===== src/logic/pab_defines.vh =====
`ifndef PAB_DEFINES_VH
`define PAB_DEFINES_VH

// register byte offsets
`define PAB_OFS_FIRST_PORT_REG 8'h10
`define PAB_OFS_PORT_B_DATA 8'h14
`define PAB_OFS_DIRB 8'h18
`define PAB_OFS_FLAG 8'h1C
`define PAB_OFS_STAT 8'h20

// field positions
`define PAB_BIT_PULLUP_DIS 7
`define PAB_BIT_CHG_FLAG 7
`define PAB_BIT_OD_LO 2
`define PAB_BIT_OD_HI 3

// reset values
`define PAB_RST_DIRB 8'hFF
`define PAB_RST_LATB 8'h00
`define PAB_RST_OD 2'h3
`define PAB_RST_PULLUP_DIS 1'b0

// bus modes carrying the external system bus
`define PAB_MODE_MICROPROC 2'h0
`define PAB_MODE_EXTENDED 2'h1

`endif


===== src/logic/pab_gpio.v =====
`timescale 1ns/1ns
`include "pab_defines.vh"

module pab_gpio (
  input wire clk_i,
  input wire rst_i,
  input wire wb_cyc_i,
  input wire wb_stb_i,
  input wire wb_we_i,
  input wire [7:0] wb_adr_i,
  input wire [3:0] wb_sel_i,
  input wire [31:0] wb_dat_i,
  output reg [31:0] wb_dat_o,
  output wire wb_ack_o,
  input wire [5:0] pa_in_i,
  output wire [5:0] pa_out_o,
  output wire [5:0] pa_oe_o,
  input wire sync_serial_en_i,
  input wire [1:0] sync_serial_out_i,
  input wire [1:0] sync_serial_oe_i,
  input wire serial_unit_en_i,
  input wire [1:0] serial_unit_out_i,
  input wire [1:0] serial_unit_oe_i,
  output wire ext_irq_pin_o,
  output wire timer0_clk_pin_o,
  output wire [3:0] pa_periph_in_o,
  input wire [7:0] pb_in_i,
  output wire [7:0] pb_out_o,
  output wire [7:0] pb_oe_o,
  output wire [7:0] pb_pullup_o,
  input wire [7:0] pb_periph_en_i,
  input wire [7:0] pb_periph_out_i,
  output wire [7:0] pb_periph_in_o,
  input wire [1:0] bus_mode_i,
  output wire sysbus_sel_o,
  output wire change_irq_flag_o,
  input wire sleep_i,
  output wire wake_o
);

  // bus handshake
  reg ack_q;
  reg ack_d;
  reg [31:0] dat_d;
  reg [7:0] rd_d;
  wire req;
  wire take;
  wire wr;
  wire wr_first_port_reg;
  wire wr_port_b_data;
  wire wr_dirb;
  wire wr_flag;

  // write data fields
  wire [1:0] wdat_od;
  wire wdat_pullup_dis;
  wire [7:0] wdat_byte;
  wire wdat_flag;

  // read data fields
  wire [7:0] rd_first_port_reg;
  wire [7:0] rd_port_b_data;
  wire [7:0] rd_dirb;
  wire [7:0] rd_flag;
  wire [7:0] rd_stat;

  // pin synchronisers
  reg [5:0] pa_s1_q;
  reg [5:0] pa_s2_q;
  reg [7:0] pb_s1_q;
  reg [7:0] pb_s2_q;

  // software visible state
  reg [1:0] od_lat_q;
  reg [1:0] od_lat_d;
  reg pullup_disable_n_q;
  reg pullup_disable_n_d;
  reg [7:0] second_port_reg_q;
  reg [7:0] second_port_reg_d;
  reg [7:0] second_port_dir_q;
  reg [7:0] second_port_dir_d;
  reg change_irq_flag_q;
  reg change_irq_flag_d;

  // change detect
  wire [7:0] pb_input_mask;
  wire [7:0] mismatch;
  wire any_mismatch;

  // pin drive terms
  reg [5:0] pa_out_d;
  reg [5:0] pa_oe_d;
  reg [7:0] pb_out_d;
  reg [7:0] pb_oe_d;
  reg [7:0] pb_pullup_d;
  wire pullup_global_en;

  // offset compare, shared by write strobes and read mux
  function reg_hit;
    input [7:0] adr;
    input [7:0] ofs;
    begin
      reg_hit = (adr == ofs);
    end
  endfunction

  // per-pin choice between peripheral and port logic
  function [7:0] merge8;
    input [7:0] sel;
    input [7:0] a;
    input [7:0] b;
    begin
      merge8 = (sel & a) | (~sel & b);
    end
  endfunction

  function [1:0] merge2;
    input sel;
    input [1:0] a;
    input [1:0] b;
    begin
      if (sel) begin
        merge2 = a;
      end else begin
        merge2 = b;
      end
    end
  endfunction

  // bus modes that hand ports C to E to the external system bus
  function bus_mode_owns_pins;
    input [1:0] mode;
    begin
      case (mode)
        `PAB_MODE_MICROPROC: begin
          bus_mode_owns_pins = 1'b1;
        end
        `PAB_MODE_EXTENDED: begin
          bus_mode_owns_pins = 1'b1;
        end
        default: begin
          bus_mode_owns_pins = 1'b0;
        end
      endcase
    end
  endfunction

  // request decode; a write lands on the take edge only
  assign req = wb_cyc_i & wb_stb_i;
  assign take = req & ~ack_q;
  assign wr = take & wb_we_i & wb_sel_i[0];
  assign wr_first_port_reg = wr & reg_hit(wb_adr_i, `PAB_OFS_FIRST_PORT_REG);
  assign wr_port_b_data = wr & reg_hit(wb_adr_i, `PAB_OFS_PORT_B_DATA);
  assign wr_dirb = wr & reg_hit(wb_adr_i, `PAB_OFS_DIRB);
  assign wr_flag = wr & reg_hit(wb_adr_i, `PAB_OFS_FLAG);
  assign wb_ack_o = ack_q;

  // only the low byte carries register data
  assign wdat_od = wb_dat_i[`PAB_BIT_OD_HI:`PAB_BIT_OD_LO];
  assign wdat_pullup_dis = wb_dat_i[`PAB_BIT_PULLUP_DIS];
  assign wdat_byte = wb_dat_i[7:0];
  assign wdat_flag = wb_dat_i[`PAB_BIT_CHG_FLAG];

  // ack for exactly one cycle per taken request
  always @* begin
    ack_d = take;
  end

  always @(posedge clk_i) begin
    if (rst_i) begin
      ack_q <= 1'b0;
    end else begin
      ack_q <= ack_d;
    end
  end

  // pin synchronisers, two stages before any use
  always @(posedge clk_i) begin
    if (rst_i) begin
      pa_s1_q <= 6'h00;
      pa_s2_q <= 6'h00;
    end else begin
      pa_s1_q <= pa_in_i;
      pa_s2_q <= pa_s1_q;
    end
  end

  always @(posedge clk_i) begin
    if (rst_i) begin
      pb_s1_q <= 8'h00;
      pb_s2_q <= 8'h00;
    end else begin
      pb_s1_q <= pb_in_i;
      pb_s2_q <= pb_s1_q;
    end
  end

  // open-drain latch and pull-up control share the port A offset
  always @* begin
    od_lat_d = od_lat_q;
    pullup_disable_n_d = pullup_disable_n_q;
    if (wr_first_port_reg) begin
      od_lat_d = wdat_od;
      pullup_disable_n_d = wdat_pullup_dis;
    end
  end

  always @(posedge clk_i) begin
    if (rst_i) begin
      od_lat_q <= `PAB_RST_OD;
      pullup_disable_n_q <= `PAB_RST_PULLUP_DIS;
    end else begin
      od_lat_q <= od_lat_d;
      pullup_disable_n_q <= pullup_disable_n_d;
    end
  end

  // port B output latch
  always @* begin
    second_port_reg_d = second_port_reg_q;
    if (wr_port_b_data) begin
      second_port_reg_d = wdat_byte;
    end
  end

  always @(posedge clk_i) begin
    if (rst_i) begin
      second_port_reg_q <= `PAB_RST_LATB;
    end else begin
      second_port_reg_q <= second_port_reg_d;
    end
  end

  // port B direction, kept while a peripheral overrides a pin
  always @* begin
    second_port_dir_d = second_port_dir_q;
    if (wr_dirb) begin
      second_port_dir_d = wdat_byte;
    end
  end

  always @(posedge clk_i) begin
    if (rst_i) begin
      second_port_dir_q <= `PAB_RST_DIRB;
    end else begin
      second_port_dir_q <= second_port_dir_d;
    end
  end

  // pins with their direction bit set, even when a peripheral drives them; latch against synchronised pin
  assign pb_input_mask = second_port_dir_q;
  assign mismatch = (pb_s2_q ^ second_port_reg_q) & pb_input_mask;
  assign any_mismatch = |mismatch;

  // set wins over a software clear while a mismatch stands
  always @* begin
    change_irq_flag_d = change_irq_flag_q;
    if (any_mismatch) begin
      change_irq_flag_d = 1'b1;
    end else if (wr_flag) begin
      change_irq_flag_d = wdat_flag;
    end
  end

  // reset value is a choice; software must not trust it
  always @(posedge clk_i) begin
    if (rst_i) begin
      change_irq_flag_q <= 1'b0;
    end else begin
      change_irq_flag_q <= change_irq_flag_d;
    end
  end

  // register images as software reads them
  assign rd_first_port_reg = {pullup_disable_n_q, 1'b0, pa_s2_q};
  assign rd_port_b_data = pb_s2_q;
  assign rd_dirb = second_port_dir_q;
  assign rd_flag = {change_irq_flag_q, 7'h00};
  assign rd_stat = {6'h00, pullup_global_en, sysbus_sel_o};

  // read mux, unmapped offsets read zero
  always @* begin
    rd_d = 8'h00;
    if (reg_hit(wb_adr_i, `PAB_OFS_FIRST_PORT_REG)) begin
      rd_d = rd_first_port_reg;
    end
    if (reg_hit(wb_adr_i, `PAB_OFS_PORT_B_DATA)) begin
      rd_d = rd_port_b_data;
    end
    if (reg_hit(wb_adr_i, `PAB_OFS_DIRB)) begin
      rd_d = rd_dirb;
    end
    if (reg_hit(wb_adr_i, `PAB_OFS_FLAG)) begin
      rd_d = rd_flag;
    end
    if (reg_hit(wb_adr_i, `PAB_OFS_STAT)) begin
      rd_d = rd_stat;
    end
  end

  // read data holds until the next taken request
  always @* begin
    dat_d = wb_dat_o;
    if (take) begin
      dat_d = {24'h000000, rd_d};
    end
  end

  always @(posedge clk_i) begin
    if (rst_i) begin
      wb_dat_o <= 32'h00000000;
    end else begin
      wb_dat_o <= dat_d;
    end
  end

  // port A: 1:0 input-only, 3:2 open-drain or sync serial, 5:4 serial unit
  always @* begin
    pa_out_d = 6'h00;
    pa_oe_d = 6'h00;
    pa_out_d[3:2] = merge2(sync_serial_en_i, sync_serial_out_i, 2'h0);
    pa_oe_d[3:2] = merge2(sync_serial_en_i, sync_serial_oe_i, ~od_lat_q);
    pa_out_d[5:4] = merge2(serial_unit_en_i, serial_unit_out_i, 2'h0);
    pa_oe_d[5:4] = merge2(serial_unit_en_i, serial_unit_oe_i, 2'h0);
  end

  // port A pins and their peripheral inputs
  assign pa_out_o = pa_out_d;
  assign pa_oe_o = pa_oe_d;
  assign ext_irq_pin_o = pa_s2_q[0];
  assign timer0_clk_pin_o = pa_s2_q[1];
  assign pa_periph_in_o = pa_s2_q[5:2];

  // port B: peripheral takes over when enabled
  assign pullup_global_en = ~pullup_disable_n_q;
  always @* begin
    pb_out_d = merge8(pb_periph_en_i, pb_periph_out_i, second_port_reg_q);
    pb_oe_d = pb_periph_en_i | ~second_port_dir_q;
    pb_pullup_d = {8{pullup_global_en}} & ~pb_oe_d;
  end

  assign pb_out_o = pb_out_d;
  assign pb_oe_o = pb_oe_d;
  assign pb_pullup_o = pb_pullup_d;
  // an output pin loops back through the pad to the peripheral
  assign pb_periph_in_o = pb_s2_q;

  assign sysbus_sel_o = bus_mode_owns_pins(bus_mode_i);

  // change flag output and wake request
  assign change_irq_flag_o = change_irq_flag_q;
  assign wake_o = sleep_i & change_irq_flag_q;

endmodule


===== config.mk =====
export PLATFORM = sky130hd
export DESIGN_NAME = pab_gpio
export DESIGN_NICKNAME = d
export VERILOG_FILES = /design/src/logic/pab_gpio.v
export VERILOG_INCLUDE_DIRS = /design/src /design/src/logic
export SDC_FILE = /design/constraint.sdc
export NUM_CORES = 1
export LEC_CHECK = 0
export BUFFER_PORTS_ARGS = -buffer_cell sky130_fd_sc_hd__buf_2
export CAP_MARGIN = 20
export CORE_AREA = 2 2 86 88
export CTS_CLUSTER_DIAMETER = 150
export DETAILED_ROUTE_END_ITERATION = 8
export DIE_AREA = 0 0 88 90
export PLACE_DENSITY = 0.75
export SETUP_SLACK_MARGIN = 0.02
export SKIP_CTS_REPAIR_TIMING = 1
export SYNTH_ARGS = -nofsm -noshare
export SYNTH_HDL_FRONTEND = slang
export SYNTH_SLANG_ARGS = --single-unit

===== constraint.sdc =====
create_clock -name clk_i -period 3.37 [get_ports clk_i]
set_input_delay 0.1685 -clock clk_i [delete_from_list [all_inputs] [get_ports clk_i]]
set_output_delay 0.1685 -clock clk_i [all_outputs]
set_load 0.05 [all_outputs]

# After elaboration in Yosys (flattened, before gate mapping)
# Cells that the tools add are included.
[word_totals]
ff_bits = 57
word_cells = 55
[classes]
n_eq_ne = 6
muxes = 12
bitwise_logic = 22
n_reduce_logical = 4
[op_table]
columns = ["op", "n"]
rows = [
  ["8-bit 2-to-1 mux", 5],
  ["8-bit bitwise AND", 4],
  ["8-bit by 5-bit == test with 1-bit output, second input constant", 4],
  ["8-bit NOT", 3],
  ["8-bit OR", 2],
  ["1-bit bitwise AND", 9],
  ["8-bit by 6-bit == test with 1-bit output, second input constant", 1],
  ["2-bit 2-to-1 mux", 4],
  ["8-bit OR reduction", 1],
  ["8-bit XOR", 1],
  ["1-bit 2-to-1 mux", 3],
  ["2-bit by 1-bit == test with 1-bit output, second input constant", 1],
  ["2-bit logical NOT", 1],
  ["1-bit NOT", 2],
  ["2-bit NOT", 1],
  ["2-bit nonzero test", 1],
  ["2-bit OR reduction", 1],
]

# Longest topological paths before layout
# Gate-level depths: netlist (run 1).
[logic_depth]
ltp_word = 7
mapped_depth = 6
depth_no_buf = 4

# Worst setup path before layout (run 1)
# Ideal clock, no wire load.
[synth_timing]
kind = "flip-flop to flip-flop"
start = "register ack_q (netlist: wb_ack_o)"
end = "register second_port_reg_q[0] (netlist: merge8.b[0])"
setup_ns = 0.128
t_arrival_ns = 1.846
t_required_ns = 3.242
path_slack_ns = 1.397
path_stages_with_launch = 6
n_path_buf = 1
period_less_slack_ns = 1.973
path_cell_list = "dfxtp_1 > nand3b_1 > clkbuf_1 > nor4_4 > mux2i_1 > nor2_1"
[synth_between]
elab_chain_len = 5
[synth_lines]
columns = ["element", "line", "rtl"]
rows = [
  ["start: declaration", "pab_gpio.v:42", "reg ack_q;"],
  ["start signal: assignment", "pab_gpio.v:173", "ack_q <= ack_d;"],
  ["1-bit NOT", "pab_gpio.v:150", "assign take = req & ~ack_q;"],
  ["1-bit bitwise AND", "pab_gpio.v:150", ""],
  ["1-bit bitwise AND (2 in a row)", "pab_gpio.v:151", "assign wr = take & wb_we_i & wb_sel_i[0];"],
  ["1-bit bitwise AND", "pab_gpio.v:153", "assign wr_port_b_data = wr & reg_hit(wb_adr_i, `PAB_OFS_PORT_B_DATA);"],
  ["end signal: assignment", "pab_gpio.v:228", "second_port_reg_q <= `PAB_RST_LATB;"],
  ["end signal: assignment", "pab_gpio.v:230", "second_port_reg_q <= second_port_reg_d;"],
  ["end: declaration", "pab_gpio.v:78", "reg [7:0] second_port_reg_q;"],
]
# Every way passes these cells.
# A chain may end at the register's enable or synchronous reset.

# Worst setup path in the final report (run 1)
# Ends and elaborated chain as after synthesis.

==> results.sh, run 1 <==
export IMPL_status="complete, no violations"
export IMPL_finalSetupViolCount=0
export IMPL_hold_end="pb_s1_q[2]"
export IMPL_ir_worst_vdd_mv=0.2819
export IMPL_cp_top_family="simple AND/OR/NAND/NOR gates"
export IMPL_grt_max_degree=59
export IMPL_cap_violations=0
export IMPL_crit_fanout=11
export IMPL_slew_violations=0
export IMPL_cts_buffer_depth=2
export IMPL_critPathRequiredTime_ps=3550
export IMPL_r2r_start="wb_ack_o"
export IMPL_cts_tree="built"
export IMPL_rows=31
export IMPL_fin_crit_sh_pct=64.13
export IMPL_grt_overflow_total=0
export IMPL_intPower_mw=1.213
export IMPL_clk_pin_slew_ps=70
export IMPL_antenna_found_initial=0
export IMPL_ys_warnings_count=0
export IMPL_pwr_share_clk_pct=40.9
export IMPL_htreeDepth=3
export IMPL_antenna_left=0
export IMPL_core_area_mm2=0.007020
export IMPL_drc=0
export IMPL_pin_count=178
export IMPL_slew_headroom_pct=32.17
export IMPL_crit_type="reg -> reg"
export IMPL_synth_edf_count=0
export IMPL_area_growth_pct=28.87
export IMPL_tightest_slew_ps=1018
export IMPL_fmax_ghz=0.4627
export IMPL_ys_types=45
export IMPL_dieArea_mm2=0.007920
export IMPL_switchingPower_mw=0.5425
export IMPL_hold_path_depth=2
export IMPL_cts_root_buf="clkbuf_8"
export IMPL_design_area_mm2=0.003480
export IMPL_p_leak_nw=1.640
export IMPL_rsz0062_at_grt="no"
export IMPL_swShare_pct=30.91
export IMPL_diodes=0
export IMPL_cp_start_kind="flip-flop"
export IMPL_cpPeakStageDelay_ps=900
export IMPL_synth_seq_cells=57
export IMPL_setup_tns_ps=0
export IMPL_netlist_area_leader_share_pct=42.26
export IMPL_path_buf_inv=0
export IMPL_syn_inst=283
export IMPL_syn_area_per_cell_um2=9.541
export IMPL_vias=2403
export IMPL_synth_top_area_cell="dfxtp_1"
export IMPL_place_area_mm2=0.003252
export IMPL_comb_power_share_pct=19.0
export IMPL_syn_cell_area_mm2=0.002700
export IMPL_grt_util_all_layers_pct=17.63
export IMPL_reg2reg_to="merge8.b[0]"
export IMPL_ys_top_cells_by_area="dfxtp_1 (42%), buf_4 (7.8%), nor2b_1 (7.4%)"
export IMPL_mostFrequentLayoutCell="buf_2"
export IMPL_die_height_um=90
export IMPL_grt_pass1_vias=2126
export IMPL_cp_end_kind="flip-flop"
export IMPL_min_path_type="in -> reg"
export IMPL_drive_gt1_share_pct=37.72
export IMPL_place_gp_congestion=0.8241
export IMPL_dp_cells=486
export IMPL_ys_flop_type="dfxtp_1"
export IMPL_cp_cell_sequence="nand3b_1, nor4_4, mux2i_1, nor2_1"
export IMPL_finalHoldViolCount=0
export IMPL_seq_area_frac_synth_pct=42.26
export IMPL_arrival_ps=2350
export IMPL_io_buffers=121
export IMPL_final_net_count=490
export IMPL_drt_first_pass_iters=4
export IMPL_hpwl_mm=5.291
export IMPL_drt_wirelength_per_cell_um=13.93
export IMPL_mostFrequentLayoutCells="buf_2 (121), dfxtp_1 (57), nor2b_1 (32)"
export IMPL_fin_crit_ps=2161
export IMPL_cp_slowest_cell="nor4_4"
export IMPL_skew_ps=7.607
export IMPL_start_util_pct=38.46
export IMPL_grt_pass1_wl_mm=10.65
export IMPL_hold_start="pb_in_i[2]"
export IMPL_drtIter0Drc=135
export IMPL_clock_sinks=57
export IMPL_power_density_mw_per_mm2=504.4
export IMPL_numCtsBuffers=9
export IMPL_r2r_cells=4
export IMPL_routed_wl_mm=6.992
export IMPL_die_x_um=88
export IMPL_sequentialPowerShare_pct=40.1
export IMPL_instances_no_fill=502
export IMPL_ff2ff_setup_slack_ps=1210
export IMPL_insertion_delay_ps=340
export IMPL_async_flop_share_pct=0
export IMPL_vias_per_cell=4.787
## power groups by stage
stage               Sequential, mW  Clock (mW)  Combinational (mW)
global route                 0.705       0.771               0.353
floorplan                    0.749           0               0.243
finish                       0.703       0.718               0.334
global placement             0.718           0               0.330
CTS                          0.703       0.731               0.334
detailed placement           0.718           0               0.333
## registers in the layout, indices dropped and copies added (netlist names), 2 cells and up
register        count
merge8.b            8
od_lat_q            2
pa_s1_q             6
pa_s2_q             6
pb_input_mask       8
pb_periph_in_o      8
pb_s1_q             8
wb_dat_o            8
## cell usage after synthesis (7+ instances only)
cell and n:
mux2i_1 12, and2_1 7, buf_4 28, mux2_2 8, nand2b_1 13, clkbuf_1 12
nor2b_1 32, a211o_1 10, xor2_1 8, a21boi_0 8, nor2_1 24, dfxtp_1 57
## layer usage
metal | part of all wire (%) | up-vias | GRT usage, %
li1 | - | 1150 | -
met1 | 42 | 1113 | 21.86
met2 | 48 | 132 | 28.54
met3 | 8.8 | 8 | 6.612
met4 | 1.1 | 0 | 4.615
met5 | 0 | - | 0
## cells by family (layout without fill, tap and decap cells)
| group | Yosys count | in the layout | synth area share, % |
|---|---|---|---|
| flops | 57 | 57 | 42.26 |
| mux | 21 | 21 | 8.619 |
| simple gates | 105 | 105 | 23.54 |
| xor+xnor | 8 | 8 | 2.595 |
| other cells | 1 | 28 | 0.1389 |
| compound gates | 46 | 46 | 12.37 |
| buf+inv | 45 | 138 | 10.47 |
## layout make-up
type	instances	area, um2
fill	670	3541
multi-input combinational	208	1378
sequential	57	1141
timing repair buffer	121	605.6
clock buffer	10	137.6
tap	99	123.9
clock inverter	6	90.09
inverter	1	3.754
## worst max path at each step
stage | startpoint | cells past startpoint | end
finish | wb_ack_o | 4 | merge8.b[0]
CTS | wb_ack_o | 4 | merge8.b[6]
detailed placement | wb_adr_i[5] | 5 | merge8.b[6]
global placement | wb_adr_i[5] | 5 | merge8.b[3]
floorplan | wb_ack_o | 5 | merge8.b[0]
global route | wb_ack_o | 4 | merge8.b[7]
## per-stage QoR
stage	power, mW	setup slack [ps]	hold slack (ps)	util (%)
2_1_floorplan	0.9928	1397	286.4	-
3_3_place_gp	1.048	1104	378.4	46.32
3_5_place_dp	1.051	1074	380.1	46.32
4_1_cts	1.768	1172	24.67	49.56
5_1_grt	1.829	1000	13.80	49.56
6_report	1.755	1209	34.07	49.56
Note: power is estimated with default switching activity, not from simulation.
==> inputs of run 2 (changes only) <==
ABC_AREA = 1   (was not set)
CORE_AREA = 2 2 88 90   (was 2 2 86 88)
DIE_AREA = 0 0 90 92   (was 0 0 88 90)
PLACE_DENSITY = 0.76   (was 0.75)
clock period = 1.9 ns   (was 3.37 ns; I/O delays follow)
==> results.sh, run 2 <==
export IMPL_finalHoldViolCount=2
export IMPL_dieArea_mm2=0.008280
export IMPL_insertion_delay_ps=330
export IMPL_instances_no_fill=634
export IMPL_design_area_mm2=0.003714
export IMPL_syn_area_per_cell_um2=7.187
export IMPL_drc=0
export IMPL_cp_start_kind="flip-flop"
export IMPL_slew_headroom_pct=58.00
export IMPL_dp_cells=605
export IMPL_fillerInstances=755
export IMPL_cp_slowest_cell="dfxtp_1"
export IMPL_fin_crit_sh_pct=79.67
export IMPL_setup_tns_ps=0
export IMPL_cp_top_family="simple AND/OR/NAND/NOR gates"
export IMPL_grt_pass1_vias=2526
export IMPL_vias_per_cell=4.315
export IMPL_seq_area_frac_synth_pct=40.61
export IMPL_clock_sinks=57
export IMPL_cp_end_kind="output port"
export IMPL_place_area_mm2=0.003395
export IMPL_path_buf_inv=2
export IMPL_crit_type="reg -> out"
export IMPL_core_area_mm2=0.007447
export IMPL_crit_fanout=3
export IMPL_cts_tree="built"
export IMPL_syn_inst=391
export IMPL_area_growth_pct=32.15
export IMPL_dpl_worst_slack_ps=611.5
export IMPL_final_net_count=619
export IMPL_reg2reg_to="merge8.b[4]"
export IMPL_syn_cell_area_mm2=0.002810
export IMPL_netlist_area_leader_share_pct=40.61
export IMPL_htreeDepth=3
export IMPL_antenna_found_initial=0
export IMPL_synth_edf_count=0
export IMPL_r2r_start="wb_ack_o"
export IMPL_drt_wirelength_per_cell_um=11.31
export IMPL_finalSetupViolCount=0
export IMPL_ff2ff_setup_slack_ps=640
export IMPL_async_flop_share_pct=0
export IMPL_pin_count=178
export IMPL_ys_warnings_count=0
export IMPL_multi_input_area_mm2=0.001244
export IMPL_numCtsBuffers=9
export IMPL_clk_pin_slew_ps=60
export IMPL_p_leak_nw=2.106
export IMPL_grt_max_degree=37
export IMPL_arrival_ps=1420
export IMPL_die_x_um=90
export IMPL_ys_top_cells_by_area="dfxtp_1 (41%), nand2_1 (8.9%), inv_1 (8.3%)"
export IMPL_diodes=0
export IMPL_place_gp_congestion=0.8777
export IMPL_hold_start="pa_in_i[3]"
export IMPL_yosys_cell_count_top_type="nand2_1"
export IMPL_whs_ps=-14.70
export IMPL_routed_wl_mm=7.171
export IMPL_power_density_mw_per_mm2=790.2
export IMPL_grt_util_all_layers_pct=16.57
export IMPL_hold_path_depth=3
export IMPL_die_height_um=92
export IMPL_synth_seq_cells=57
export IMPL_min_path_type="in -> reg"
export IMPL_hpwl_mm=5.479
export IMPL_hold_end="pa_s1_q[3]"
export IMPL_ir_worst_vdd_mv=0.6694
export IMPL_synth_top_area_cell="dfxtp_1"
export IMPL_seqCellArea_mm2=0.001141
export IMPL_cp_cell_sequence="inv_1, or2_2, nor2_1, buf_2"
export IMPL_netlist_top_cells_count="nand2_1 (67), inv_1 (62), nor2_1 (58), dfxtp_1 (57), buf_4 (28)"
export IMPL_critPathRequiredTime_ps=1800
export IMPL_start_util_pct=37.74
export IMPL_mostFrequentLayoutCell="buf_2"
export IMPL_rows=32
export IMPL_grt_pass1_wl_mm=10.88
export IMPL_cap_violations=0
export IMPL_fin_ws_ps=386.3
export IMPL_rsz0062_at_grt="no"
export IMPL_drt_first_pass_iters=4
export IMPL_drive_gt1_share_pct=32.33
export IMPL_r2r_cells=6
export IMPL_io_buffers=121
export IMPL_antenna_left=0
export IMPL_fin_crit_ps=1514
export IMPL_drtIter0Drc=134
export IMPL_cts_root_buf="clkbuf_8"
export IMPL_status="complete, but fails checks"
export IMPL_tightest_slew_ps=629.3
export IMPL_cpPeakStageDelay_ps=360
export IMPL_skew_ps=7.658
export IMPL_startpoint="pb_input_mask[3]"
export IMPL_mostFrequentLayoutCells="buf_2 (121), nand2_1 (67), inv_1 (62)"
export IMPL_violations="hold timing"
export IMPL_ys_flop_type="dfxtp_1"
export IMPL_slew_violations=0
export IMPL_grt_overflow_total=0
export IMPL_cts_buffer_depth=2
export IMPL_ys_types=27
export IMPL_fmax_ghz=0.6606
export IMPL_vias=2736
## run 2: how the worst max path moves through the flow
| stage | to | slack, ps | depth (start not counted) |
|---|---|---|---|
| after global routing | pb_pullup_o[2] | 320 | 4 |
| after CTS | pb_pullup_o[3] | 380 | 4 |
| after global placement | merge8.b[5] | 690 | 9 |
| final | pb_pullup_o[3] | 390 | 4 |
| after detailed placement | merge8.b[4] | 610 | 9 |
| after floorplan | pb_pullup_o[7] | 320 | 3 |
## run 2: cells by family after synthesis
group                  share of synthesized area, %
AOI/OAI and AO/OA                             11.13
buffers and inverters                         18.74
and+or+nand+nor                               28.18
DFF                                           40.61
muxes                                         1.202
other                                        0.1334
## run 2: worst min-delay path, delay by kind of cell
kind	cells	cell delay, ps
and+or+nand+nor	1	70
buffers and inverters	2	100
## run 2: layout make-up
class | count | area share (%)
Clock inverter | 3 | 1.078
Clock buffer | 13 | 4.009
Multi-Input combinational cell | 254 | 33.49
Inverter | 69 | 7.042
Tap cell | 102 | 3.437
Timing Repair Buffer | 136 | 20.22
Sequential cell | 57 | 30.73
## run 2: where the power goes
part / internal [mW] / total (mW) / switching (mW)
logic: 0.151 / 0.612 / 0.461
registers: 1.23 / 1.25 / 0.0188
clock network: 0.638 / 1.07 / 0.437
## run 2: stage by stage
| stage | hold slack, ps | power (mW) | util, % |
|---|---|---|---|
| final | -14.70 | 2.934 | 49.87 |
| after global routing | 0.2686 | 3.064 | 49.87 |
| after CTS | -45.11 | 2.946 | 48.12 |
| after detailed placement | 301.9 | 1.865 | 45.58 |
| after global placement | 295.1 | 1.856 | 45.58 |
| after floorplan | 202.0 | 1.759 | - |
## run 2: layer usage
metal	track usage, %	routed length (um)
met3	5.259	566
met4	7.564	188
met2	29.01	3575
met5	0	0
met1	18.36	2840
